### config.mk
export PLATFORM = sky130hd
export DESIGN_NAME = uiv_validator
export DESIGN_NICKNAME = d
export VERILOG_FILES = /design/src/uiv_pkg.sv /design/src/uiv_validator.sv
export SDC_FILE = /design/constraint.sdc
export NUM_CORES = 1
export LEC_CHECK = 0
export ABC_AREA = 1
export BUFFER_PORTS_ARGS = -buffer_cell sky130_fd_sc_hd__buf_4
export CAP_MARGIN = 20
export CORE_MARGIN = 2
export CORE_UTILIZATION = 56
export DETAILED_ROUTE_END_ITERATION = 10
export PLACE_DENSITY_LB_ADDON = 0.08
export SYNTH_ARGS = -nofsm -noshare
export SYNTH_HDL_FRONTEND = slang
export SYNTH_SLANG_ARGS = --single-unit
### constraint.sdc
create_clock -name i_clk_sys -period 4.66 [get_ports i_clk_sys]
set_clock_uncertainty 0.1 [all_clocks]
set_input_delay 0.466 -clock i_clk_sys [delete_from_list [all_inputs] [get_ports i_clk_sys]]
set_output_delay 0.466 -clock i_clk_sys [all_outputs]
set_load 0.05 [all_outputs]
### src/uiv_pkg.sv
// Constants, field layout and state codes for the update image validator.
// Assumes a single 100 MHz clock domain shared with the image memory port.
package uiv_pkg;
    localparam logic [31:0] OFS_VERSION    = 32'h0000_0000;
    localparam logic [31:0] OFS_SIGNATURE  = 32'h0000_000C;
    localparam logic [31:0] OFS_FLAGS      = 32'h0000_0018;
    localparam logic [31:0] OFS_TOTAL_SIZE = 32'h0000_001C;
    localparam logic [31:0] OFS_DATA_SIZE  = 32'h0000_0020;
    localparam logic [31:0] EXT_COUNT_OFS  = 32'h0000_0030;
    localparam logic [31:0] EXT_HDR_WORDS  = 32'h0000_0005;
    localparam logic [31:0] ENTRY_WORDS    = 32'h0000_0003;
    localparam logic [31:0] WORD_BYTES     = 32'h0000_0004;
    localparam logic [4:0]  WORD_SHIFT     = 5'h02;
    localparam logic [31:0] DEFAULT_WORDS  = 32'h0000_0200;
    localparam logic [31:0] HDR_VERSION_1  = 32'h0000_0001;
    localparam logic [31:0] SUM_GOOD       = 32'h0000_0000;
    localparam logic [31:0] MSR_PLAT_ADDR  = 32'h0000_0017;
    localparam int          PLAT_LSB       = 50;
    localparam int          PLAT_W         = 3;
    localparam int          FLAG_BITS      = 8;
    localparam logic [7:0]  FLAG_ONE       = 8'h01;
    localparam logic [1:0]  POS_SIG        = 2'h0;
    localparam logic [1:0]  POS_FLAGS      = 2'h1;
    localparam logic [1:0]  POS_LAST       = 2'h2;

    typedef enum logic [1:0] {
        ST_IDLE = 2'b00,
        ST_IMG  = 2'b01,
        ST_EXT  = 2'b10
    } uiv_state_type;
endpackage

### src/uiv_validator.sv
// Update image validator: walks an image in memory and reports pass or fail,
// and serves the read-only platform identification register.
// Assumes memory answers on the same clock; platform field arrives from pins.
`timescale 1ns/1ps
module uiv_validator
    import uiv_pkg::*;
(
    input  wire logic        i_clk_sys,
    input  wire logic        i_rst,
    input  wire logic        i_start,
    input  wire logic [31:0] i_cpu_signature,
    input  wire logic [2:0]  i_platform_field,
    output logic             o_mem_req,
    output logic [31:0]      o_mem_addr,
    input  wire logic        i_mem_ack,
    input  wire logic [31:0] i_mem_data,
    output logic             o_pass,
    output logic             o_fail,
    input  wire logic        i_msr_rd,
    input  wire logic [31:0] i_msr_addr,
    output logic             o_msr_ack,
    output logic             o_msr_err,
    output logic [63:0]      o_msr_rdata
);

    localparam logic [31:0] WRD_VERSION = OFS_VERSION >> WORD_SHIFT;
    localparam logic [31:0] WRD_SIG     = OFS_SIGNATURE >> WORD_SHIFT;
    localparam logic [31:0] WRD_FLAGS   = OFS_FLAGS >> WORD_SHIFT;
    localparam logic [31:0] WRD_TSIZE   = OFS_TOTAL_SIZE >> WORD_SHIFT;
    localparam logic [31:0] WRD_DSIZE   = OFS_DATA_SIZE >> WORD_SHIFT;

    typedef struct packed {
        uiv_state_type state;
        logic          mem_req;
        logic [31:0]   mem_addr;
        logic [31:0]   idx;
        logic [31:0]   nwords;
        logic [31:0]   sum;
        logic [31:0]   sig;
        logic [31:0]   flags;
        logic [31:0]   tsize;
        logic [31:0]   dsize;
        logic [31:0]   ext_len;
        logic [1:0]    pos;
        logic          ext_hit;
        logic          take;
        logic [31:0]   ext_flags;
        logic          pass;
        logic          fail;
        logic          msr_ack;
        logic          msr_err;
        logic [63:0]   msr_rdata;
        logic [2:0]    plat_s1;
        logic [2:0]    plat_s2;
    } uiv_regs_type;

    uiv_regs_type st;
    uiv_regs_type next_st;
    logic [31:0]  sum_add;
    logic [7:0]   plat_mask;
    logic [63:0]  plat_reg;
    logic         prim_ok;
    logic         ext_ok;
    logic         ext_entry;

    ////////////////////////////////////////////////////////////////////////
    // Next-state logic

    always_comb begin
        next_st   = st;
        // Unsigned wrap-around is exactly the required modulo sum
        sum_add   = st.sum + i_mem_data;
        plat_mask = FLAG_ONE << st.plat_s2;
        prim_ok   = |(st.flags[FLAG_BITS-1:0] & plat_mask);
        ext_ok    = |(st.ext_flags[FLAG_BITS-1:0] & plat_mask);
        ext_entry = (st.idx >= EXT_HDR_WORDS);
        plat_reg  = '0;
        plat_reg[PLAT_LSB +: PLAT_W] = st.plat_s2;

        // Platform field comes from pins, so it is synchronised first
        next_st.plat_s1 = i_platform_field;
        next_st.plat_s2 = st.plat_s1;

        next_st.msr_ack = 1'b0;
        next_st.msr_err = 1'b0;
        if (i_msr_rd) begin
            if (i_msr_addr == MSR_PLAT_ADDR) begin
                next_st.msr_ack   = 1'b1;
                next_st.msr_rdata = plat_reg;
            end else begin
                next_st.msr_err = 1'b1;
            end
        end

        unique case (st.state)
            ST_IDLE: begin
                if (i_start) begin
                    next_st.state    = ST_IMG;
                    next_st.pass     = 1'b0;
                    next_st.fail     = 1'b0;
                    next_st.mem_req  = 1'b1;
                    next_st.mem_addr = '0;
                    next_st.idx      = '0;
                    next_st.sum      = '0;
                    // Stays huge until the size words have been seen
                    next_st.nwords   = '1;
                end
            end
            ST_IMG: begin
                if (i_mem_ack) begin
                    next_st.sum      = sum_add;
                    next_st.idx      = st.idx + 32'h0000_0001;
                    next_st.mem_addr = st.mem_addr + WORD_BYTES;
                    if (st.idx == WRD_SIG) begin
                        next_st.sig = i_mem_data;
                    end
                    if (st.idx == WRD_FLAGS) begin
                        next_st.flags = i_mem_data;
                    end
                    if (st.idx == WRD_TSIZE) begin
                        next_st.tsize = i_mem_data;
                    end
                    if (st.idx == WRD_DSIZE) begin
                        next_st.dsize = i_mem_data;
                        if (i_mem_data == '0) begin
                            next_st.nwords = DEFAULT_WORDS;
                        end else begin
                            next_st.nwords = st.tsize >> WORD_SHIFT;
                        end
                    end
                    if (st.idx == st.nwords - 32'h0000_0001) begin
                        next_st.state   = ST_IDLE;
                        next_st.mem_req = 1'b0;
                        if (sum_add != SUM_GOOD) begin
                            next_st.fail = 1'b1;
                        end else if (st.sig == i_cpu_signature) begin
                            next_st.pass = prim_ok;
                            next_st.fail = !prim_ok;
                        end else if (st.tsize > st.dsize + EXT_COUNT_OFS) begin
                            // A table is walked only if the total size leaves room past the data; without that room the image fails
                            next_st.state    = ST_EXT;
                            next_st.mem_req  = 1'b1;
                            next_st.mem_addr = st.dsize + EXT_COUNT_OFS;
                            next_st.idx      = '0;
                            next_st.sum      = '0;
                            next_st.ext_len  = '1;
                            next_st.pos      = POS_SIG;
                            next_st.ext_hit  = 1'b0;
                            next_st.take     = 1'b0;
                        end else begin
                            next_st.fail = 1'b1;
                        end
                    end
                    // A foreign header version is never summed to the end
                    if (st.idx == WRD_VERSION && i_mem_data != HDR_VERSION_1) begin
                        next_st.state   = ST_IDLE;
                        next_st.mem_req = 1'b0;
                        next_st.pass    = 1'b0;
                        next_st.fail    = 1'b1;
                    end
                end
            end
            ST_EXT: begin
                if (i_mem_ack) begin
                    next_st.sum      = sum_add;
                    next_st.idx      = st.idx + 32'h0000_0001;
                    next_st.mem_addr = st.mem_addr + WORD_BYTES;
                    if (st.idx == '0) begin
                        // Header words plus three per entry bound the walk
                        next_st.ext_len = 32'(EXT_HDR_WORDS + ENTRY_WORDS * i_mem_data);
                    end
                    if (ext_entry) begin
                        next_st.pos = (st.pos == POS_LAST) ? POS_SIG : st.pos + 2'h1;
                        if (st.pos == POS_SIG && !st.ext_hit
                                && i_mem_data == i_cpu_signature) begin
                            next_st.ext_hit = 1'b1;
                            next_st.take    = 1'b1;
                        end
                        if (st.pos == POS_FLAGS && st.take) begin
                            next_st.ext_flags = i_mem_data;
                            next_st.take      = 1'b0;
                        end
                    end
                    if (st.idx == st.ext_len - 32'h0000_0001) begin
                        next_st.state   = ST_IDLE;
                        next_st.mem_req = 1'b0;
                        next_st.pass    = (sum_add == SUM_GOOD) && st.ext_hit && ext_ok;
                        next_st.fail    = !((sum_add == SUM_GOOD) && st.ext_hit && ext_ok);
                    end
                end
            end
            default: begin
                next_st.state   = ST_IDLE;
                next_st.mem_req = 1'b0;
            end
        endcase
    end

    ////////////////////////////////////////////////////////////////////////
    // State register

    always_ff @(posedge i_clk_sys) begin
        if (i_rst) begin
            st <= '0;
        end else begin
            st <= next_st;
        end
    end

    assign o_mem_req   = st.mem_req;
    assign o_mem_addr  = st.mem_addr;
    assign o_pass      = st.pass;
    assign o_fail      = st.fail;
    assign o_msr_ack   = st.msr_ack;
    assign o_msr_err   = st.msr_err;
    assign o_msr_rdata = st.msr_rdata;
endmodule // uiv_validator

=== Word level (Yosys, flattened, before mapping) ===
Index checks and enable logic that the tools add are counted.

* Flip-flop bits (word level): 340
* Bits of input ports: 104
* Output and inout bits: 101
* Logic and storage cells: 152

* $add $sub $neg: 8
* Multipliers: 1
* Magnitude comparators: 2
* Equal/unequal tests: 31
* Shifts and indexed selects: 1
* Multiplexer cells: 48
* Bitwise operators: 3
* Reduce and logical (&&, ||, !) cells: 36

{| class="wikitable"
|+ Operators with widths
! operator !! count
|-
| $mux W32 || 11
|-
| $mux W67 || 5
|-
| $mux W295 || 1
|-
| $pmux W64 S3 || 1
|-
| $mux W36 || 5
|-
| $mux W131 || 1
|-
| $eq A32 B32 Y1 || 4
|-
| $logic_not A32 Y1 || 3
|-
| $pmux W32 S3 || 1
|-
| $pmux W36 S2 || 1
|-
| $mux W70 || 1
|-
| $eq A32 B3 Y1 const B || 2
|-
| $pmux W32 S2 || 1
|-
| $sub A32 B1 Y32 const B || 2
|-
| $mux W33 || 1
|-
| $add A3 B32 Y32 const A || 1
|-
| $add A32 B1 Y32 const B || 1
|-
| $add A32 B3 Y32 const B || 1
|-
| $add A32 B32 Y32 || 1
|-
| $add A32 B6 Y32 const B || 1
|-
| $eq A32 B2 Y1 const B || 1
|-
| $eq A32 B4 Y1 const B || 1
|-
| $eq A32 B5 Y1 const B || 1
|-
| $ge A32 B3 Y1 const B || 1
|-
| other kinds (33) || 81
|}

=== Logic depth before layout (Yosys ltp) ===
Gate-level depths: netlist of run 1.

* Depth in word-level cells: 10
* Gate-level depth with buffers: 26
* Mapped depth without buffers: 25

=== Worst setup path after synthesis of run 1 ===
Ideal clock, no wire load.

* Kind: register to register
* Start point: register st[146] in the netlist's numbering
* End point: register st[130] in the netlist's numbering
* Library setup time: 132 ps
* Data arrival time: 3,787 ps
* Data required time: 4,428 ps
* Slack: 641 ps
* Cell stages (with the launch flop): 24
* Path buffers: 2
* Clock period less this slack: 4,019 ps
* Path through: dfxtp_1 > inv_1 > ha_1 > nor2_1 > nand2_1 > nor4_1 > nand3_1 > nor3_1 > nand2_1 > xor2_1 > ha_1 > nand4_1 > inv_1 > nand2_1 > nor4_1 > a21oi_1 > nor2_2 > nor2_1 > nor3_2 > nand3_4 > buf_6 > buf_2 > nand2_1 > a21oi_1

* Cells in the longest elaborated chain, start to end: 4

{| class="wikitable"
|+ Ends and longest elaborated chain
! what !! line !! text
|-
| start, declared || uiv_validator.sv:57 || <nowiki>uiv_regs_type st;</nowiki>
|-
| start signal, assigned || uiv_validator.sv:206 || <nowiki>st <= next_st;</nowiki>
|-
| $add A32 B6 Y32 || uiv_validator.sv:139 || <nowiki>end else if (st.tsize > st.dsize + EXT_COUNT_OFS) begin</nowiki>
|-
| $gt A32 B32 Y1 || uiv_validator.sv:139 ||
|-
| $ne A2 B2 Y1 (no line) || -- ||
|-
| $reduce_and A8 Y1 (no line) || -- ||
|}

Every way passes these cells.
A chain may end at the register's enable or synchronous reset.

=== Worst setup path after layout of run 1 ===
* Start point: register st[146] in the netlist's numbering
* End point: register st[115] in the netlist's numbering

The elaborated chain is that of the path after synthesis.

==> results of run 1 <==
[layout make-up]
class	count	share of cell area
clock buffers	43	0.0370
flip-flops and latches	291	0.225
clock inverters	17	0.00725
well taps	539	0.0261
repair buffers	183	0.0553
multi-input cells	2768	0.588
inverters	426	0.0618
[layout by cell type, fill, tap and decap left out, types with 7 or more instances in the layout]
cell type / synthesis / final
inv_1: 420 / 419
ha_1: 152 / 152
clkinv_2: 0 / 7
nor2_1: 435 / 431
conb_1: 1 / 61
nor2_2: 11 / 11
o21bai_1: 30 / 30
nor3_1: 56 / 54
nand4_1: 125 / 125
o21ai_0: 83 / 83
a21oi_1: 274 / 273
buf_4: 99 / 174
or2_2: 16 / 16
dfxtp_1: 291 / 291
nor2_4: 8 / 12
xor2_1: 126 / 125
nand3b_1: 39 / 39
nor4_1: 38 / 36
clkbuf_16: 0 / 36
xnor2_1: 78 / 78
nand3_1: 220 / 219
nand2_1: 824 / 824
a211oi_1: 119 / 119
[worst reg2reg max path: stages, from the launching register on]
cell	delay (ns)
dfxtp_1	0.36
inv_1	0.09
ha_1	0.23
nor2_1	0.11
nand2_1	0.14
nor4_4	0.26
nand3_2	0.18
nor4_1	0.31
xnor2_1	0.17
ha_1	0.30
nand2_1	0.06
nor2_1	0.12
nand2_1	0.08
nor4_1	0.19
buf_4	0.17
and3_1	0.15
inv_1	0.04
nand2_1	0.06
nor2_2	0.07
nor2_1	0.29
nor3_4	0.10
nand3_4	0.11
buf_12	0.23
o21bai_1	0.15
a21oi_1	0.08
[report_power, final]
group	internal (µW)	switching [µW]	leakage, µW	total (µW)
Sequential	2560	104	0.00236	2670
Clock	1630	1200	0.000552	2830
Combinational	620	1360	0.00870	1980
[cell families (layout without fill, tap and decap cells)]
group                    count (synthesis)  after routing  synth area share
AND/OR/NAND/NOR                       1807           1807             0.337
buffers and inverters                  659            669             0.123
AO/OA/AOI/OAI                          539            539             0.133
flip-flops                             291            291             0.247
XOR/XNOR                               207            207            0.0782
adder cells (fa/ha/maj)                154            154            0.0822
other                                    1             61          0.000159
[layer usage]
metal / up-vias / track usage
met5: - / 0
met4: 2 / 0.179
met3: 245 / 0.0693
met2: 1018 / 0.589
met1: 11300 / 0.450
li1: 12000 / -
[through the flow]
step            util  power (µW)
6_report       0.620        7480
3_3_place_gp   0.590        4620
5_1_grt        0.620        7810
4_1_cts        0.618        7470
3_5_place_dp   0.590        4650
2_1_floorplan      -        4130
[what timing repair did]
action | 4_1_cts | 5_1_grt
hold buffers | 3 | 0
hold endpoints to repair | 3 | 0
setup endpoints to repair | 38 | 125
gates resized for setup | 1 | 13
[worst paths after layout]
path | from | endpoint | cells past startpoint
worst max-delay path | st[146] | st[115] | 24
worst min-delay path | i_msr_rd | o_msr_err | 3
worst max register to register | st[146] | st[115] | 24
worst min register to register | next_st[2] | plat_reg[52] | 2
==> summary.txt, run 1 <==
Setup path
  – Most common cell on crit path: nand2_1
  – Crit. End Element: register
  – Critical path cell sequence: inv_1 > ha_1 > nor2_1 > nand2_1 > nor4_4 > nand3_2 > nor4_1 > xnor2_1 > ha_1 > nand2_1 > nor2_1 > nand2_1 > nor4_1 > buf_4 > and3_1 > inv_1 > nand2_1 > nor2_2 > nor2_1 > nor3_4 > nand3_4 > buf_12 > o21bai_1 > a21oi_1
  – CP Data Required Time: 4.96 ns
  – Buf/Inv on CP: 4
  – Setup Crit Path Kind: reg2reg
  – Maximum fanout along the worst path: 47
  – Top delay family on crit path: simple AND/OR/NAND/NOR gates
  – CP arrival: 4.63 ns
  – Flop2flop setup slack: 0.33 ns
  – Max incr delay on CP: 0.36 ns
  – Slowest-stage cell, CP: dfxtp_1
  – Startpoint Class: register

Detailed routing
  – DRC viols: 0
  – Highest routed metal layer: met5
  – Met2 WL: 36.1 mm
  – DR vias/cell: 5.75
  – Post-Route WL: 80.1 mm
  – Antenna Violating Nets Remaining: 0
  – Pre-antenna DRT Iters: 9
  – Initial DRC Count: 1,972
  – Metal3 WL: 6.24 mm
  – Vias: 24,500
  – M1 WL: 33.6 mm
  – DR WL/cell: 18.8 µm

Synthesis
  – Post-synth ARST share: 0
  – Cell with the most instances after synthesis: nand2_1
  – Cell taking the most area after synthesis: dfxtp_1
  – Mapped cell area: 23,600 µm²
  – Synth Instances: 3,658
  – Syn Area/Cell: 6.46 µm²
  – Post-synth EDFFs: 0
  – Most used DFF post-synth: dfxtp_1
  – Seq/Total Area, Yosys: 0.247
  – Top cells by area, synth: dfxtp_1, nand2_1, ha_1
  – Yosys cell types: 55
  – Flops & latches, synth: 291
  – Synth top area share: 0.247
  – Synthesis Warnings: 0
  – Commonest cells post-synth: nand2_1, nor2_1, inv_1

Timing
  – Hold_ws: 0.0462 ns
  – Final Worst Setup Slack: 0.334 ns
  – Minimum clock period: 4.33 ns
  – Max-slew violations: 0
  – Final Cycle Share: 0.928
  – Setup violators final: 0
  – Worst Tran Pin Value: 1.07 ns
  – Max-slew headroom: 0.290
  – RSZ-0062 raised after global routing: no
  – Fin Setup TNS: 0 ns
  – Final Hold Viols: 0
  – Fmax achieved: 231 MHz

Global routing
  – Antenna violations before repair: 1
  – Vias in the first global route: 23,200
  – First-pass GRT wire length: 125 mm
  – Pin count of the biggest net entering global routing: 145
  – Overflow left after global routing: 0
  – Total track usage: 0.358

Power and ir drop
  – PwrDens: 289 nW/µm²
  – Peak VDD IR: 0.252 mV
  – Leak: 0.0116 µW

Clocking
  – TritonCTS clock tree: built
  – Setup bufs post-CTS: 0
  – CTS H-Tree Depth: 2
  – TritonCTS Buffers: 35
  – Worst-case clock buffer depth: 3
  – Total clock sinks: 291
  – Worst skew pair latency: 0.57 ns
  – Clock transition at path regs: 0.06 ns
  – Clock Root Buffer: clkbuf_16

Final layout
  – Max FFs per register: 245
  – Fillers: 3,993
  – Nets@finish: 3,963
  – Antenna fix cells: 0
  – Area grow syn2layout: 9.57%
  – Share of layout cells above drive strength 1: 0.0810
  – Fin area: 25,900 µm²
  – Final std cells w/o fill: 4,267
  – Storage cell area: 5830 µm²
  – Multi-input gate area: 15,200 µm²
  – Reg with most FFs: st

Floorplanning
  – Die area: 43,800 µm²
  – Row cnt: 75
  – Die span in y: 209 µm
  – Initial Util: 0.566
  – Die Width: 209 µm
  – Core area: 41,800 µm²
  – I/O pin count: 205

Job
  – MaxCap Viol Count: 0

Place
  – PortBufs: 143
  – Post-DP HPWL: 62.3 mm
  – Placed Cells: 4,203
  – Routability congestion estimate: 0.993
  – Post-DP Area: 24,600 µm²
  – Pre-CTS setup slack: 0.00210 ns

Status
  – Status: finished clean

Min path
  – HP Class: in2reg
Note: power is estimated with default switching activity, not from simulation.
==> run 2, diff against run 1 <==
HOLD_SLACK_MARGIN = 0.15   (was unset)
==> run 2 against run 1 <==
Against the previous run:
- design area grew 0.21%
- via count is essentially flat
- clock-buffer cell count is the same
- critical path depth is the same
- fmax grew 1.2%
- combinational power is essentially flat
- critical endpoint is now st[116]
- largest cell class unchanged
- core utilization grew 0.13 points
- critical path type unchanged
==> summary.txt, run 2 (synthesis gave the netlist of run 1 again) <==
Global routing
  – First-pass GRT wire length: 125 mm (about the same)
  – Total track usage: 0.359 (about the same)
  – Pin count of the biggest net entering global routing: 145 (unchanged)
  – Antenna violations before repair: 1 (unchanged)
  – Overflow left after global routing: 0 (unchanged)
  – Vias in the first global route: 23,200 (+0.15%)

Clocking
  – CTS H-Tree Depth: 2 (unchanged)
  – Total clock sinks: 291 (unchanged)
  – Setup bufs post-CTS: 0 (unchanged)
  – TritonCTS clock tree: built
  – Worst skew pair latency: 0.57 ns (about the same)
  – Clock Root Buffer: clkbuf_16
  – Worst-case clock buffer depth: 3 (unchanged)
  – TritonCTS Buffers: 35 (unchanged)
  – Clock transition at path regs: 0.06 ns (about the same)

Setup path
  – Max incr delay on CP: 0.36 ns (about the same)
  – CP arrival: 4.58 ns (-0.05 ns)
  – Most common cell on crit path: nand2_1
  – Critical path cell sequence: inv_1 > a21oi_2 > nand2_1 > nor4_2 > nand2_1 > nor2_1 > nand4_1 > xor2_1 > ha_1 > nand4_1 > inv_1 > nand2_1 > nor4_1 > buf_4 > and3_1 > inv_1 > nand2_1 > nor2_2 > nor2_1 > nor3_4 > nand3_4 > buf_12 > o21bai_1 > a21oi_1
  – Maximum fanout along the worst path: 47 (unchanged)
  – Slowest-stage cell, CP: dfxtp_1
  – Top delay family on crit path: simple AND/OR/NAND/NOR gates
  – CP Data Required Time: 4.96 ns (about the same)
  – Crit. End Element: register
  – Buf/Inv on CP: 5 (+1)
  – Setup Crit Path Kind: reg2reg
  – Startpoint Class: register

Timing
  – Max-slew violations: 0 (unchanged)
  – Fin Setup TNS: 0 ns (unchanged)
  – Max-slew headroom: 0.283 (-0.00616)
  – Final Hold Viols: 0 (unchanged)
  – Minimum clock period: 4.27 ns (-0.0507 ns)
  – Worst Tran Pin Value: 1.07 ns (+0.00924 ns)
  – Setup violators final: 0 (unchanged)
  – Final Cycle Share: 0.917 (-0.0109)
  – Final Worst Setup Slack: 0.385 ns (+0.0507 ns)
  – RSZ-0062 raised after global routing: no
  – Fmax achieved: 234 MHz (+1.2%)

Final layout
  – Nets@finish: 3,968 (+0.13%)
  – Share of layout cells above drive strength 1: 0.0809 (-0.000109)
  – Reg with most FFs: st
  – Most frequent cells in the layout: nand2_1, nor2_1, inv_1
  – Max FFs per register: 245 (unchanged)
  – Most common cell after layout, fill and taps aside: nand2_1
  – Area grow syn2layout: 9.80%

Power and ir drop
  – Sw frac: 0.356 (about the same)
  – Leak: 0.0116 µW (+0.19%)
  – NetSw: 2670 µW (+0.13%)
  – Power share of the combinational group: 0.265 (about the same)
  – Clock power frac: 0.378 (about the same)
  – PwrDens: 289 nW/µm² (-0.13%)
  – Total power: 7480 µW (about the same)
  – Sequential power share: 0.357 (about the same)
  – Peak VDD IR: 0.251 mV (-0.37%)
  – Internal power: 4820 µW (about the same)

Detailed routing
  – Initial DRC Count: 1,869 (-5.2%)
  – Antenna Violating Nets Remaining: 0 (unchanged)
  – Pre-antenna DRT Iters: 8 (-1)
  – DR WL/cell: 18.8 µm (+0.13%)
  – DRC viols: 0 (unchanged)
  – Post-Route WL: 80.4 mm (+0.29%)
  – DR vias/cell: 5.74 (-0.15%)
  – Vias: 24,500 (+0.016%)

Status
  – Status: finished clean

Min path
  – HP Class: in2reg

Place
  – Routability congestion estimate: 0.993 (unchanged)
  – Pre-CTS setup slack: 0.00210 ns (unchanged)
  – PortBufs: 143 (unchanged)
  – Post-DP HPWL: 62.3 mm (unchanged)

Floorplanning
  – Die span in y: 209 µm (unchanged)
  – Initial Util: 0.566 (unchanged)
  – Die Width: 209 µm (unchanged)
  – Die area: 43,800 µm² (unchanged)
  – Row cnt: 75 (unchanged)
  – Core area: 41,800 µm² (unchanged)
  – I/O pin count: 205 (unchanged)

Job
  – MaxCap Viol Count: 0 (unchanged)
-- run 2: power groups by stage --
stage | registers [µW] | logic (µW) | clock network [µW]
final | 2670 | 1980 | 2830
after global routing | 2680 | 2190 | 2950
after CTS | 2670 | 1950 | 2860
after detailed placement | 2720 | 1930 | 0
after global placement | 2720 | 1900 | 0
after floorplan | 2690 | 1440 | 0
-- run 2: worst paths after layout --
path	depth (start not counted)	startpoint	end	slack [ns]
max	24	st[146]	st[116]	0.39
min	3	i_mem_data[3]	st[77]	0.16
max reg2reg	24	st[146]	st[116]	0.39
min reg2reg	2	next_st[2]	plat_reg[52]	0.30
-- run 2: through the flow --
step / area (µm²) / hold WS (ns) / instances / utilization
global route: 25900 / 0.174 / 4272 / 0.621
global placement: 24600 / 0.290 / 4203 / 0.590
finish: 25900 / 0.161 / 4274 / 0.621
detailed placement: 24600 / 0.294 / 4203 / 0.590
floorplan: 23900 / 0.288 / 3718 / -
CTS: 25900 / 0.150 / 4271 / 0.619
-- run 2: tightest hold or removal path, stage by stage --
cell and delay [ns]:
buf_4 0.15, nand3_1 0.09, a21oi_1 0.07
-- run 2: per-layer routing --
layer | global-route usage | vias up | wire length [µm]
li1 | - | 12000 | -
met1 | 0.450 | 11300 | 33900
met2 | 0.590 | 977 | 36300
met3 | 0.0690 | 232 | 6090
met4 | 0.178 | 2 | 4040
met5 | 0 | - | 14
-- run 2: final cells by class --
cell class	instances	area (µm²)
tap	539	674
fill	3986	15800
antenna	2	5.00
timing repair buffer	188	1480
clock inverter	17	188
inverter	426	1600
sequential	291	5830
multi-input combinational	2768	15200
clock buffer	43	957
-- run 2: timing repair --
item	4_1_cts	5_1_grt
gates resized for setup	1	13
hold buffers	8	0
setup endpoints to repair	38	125
endpoints found under the hold margin	8	0
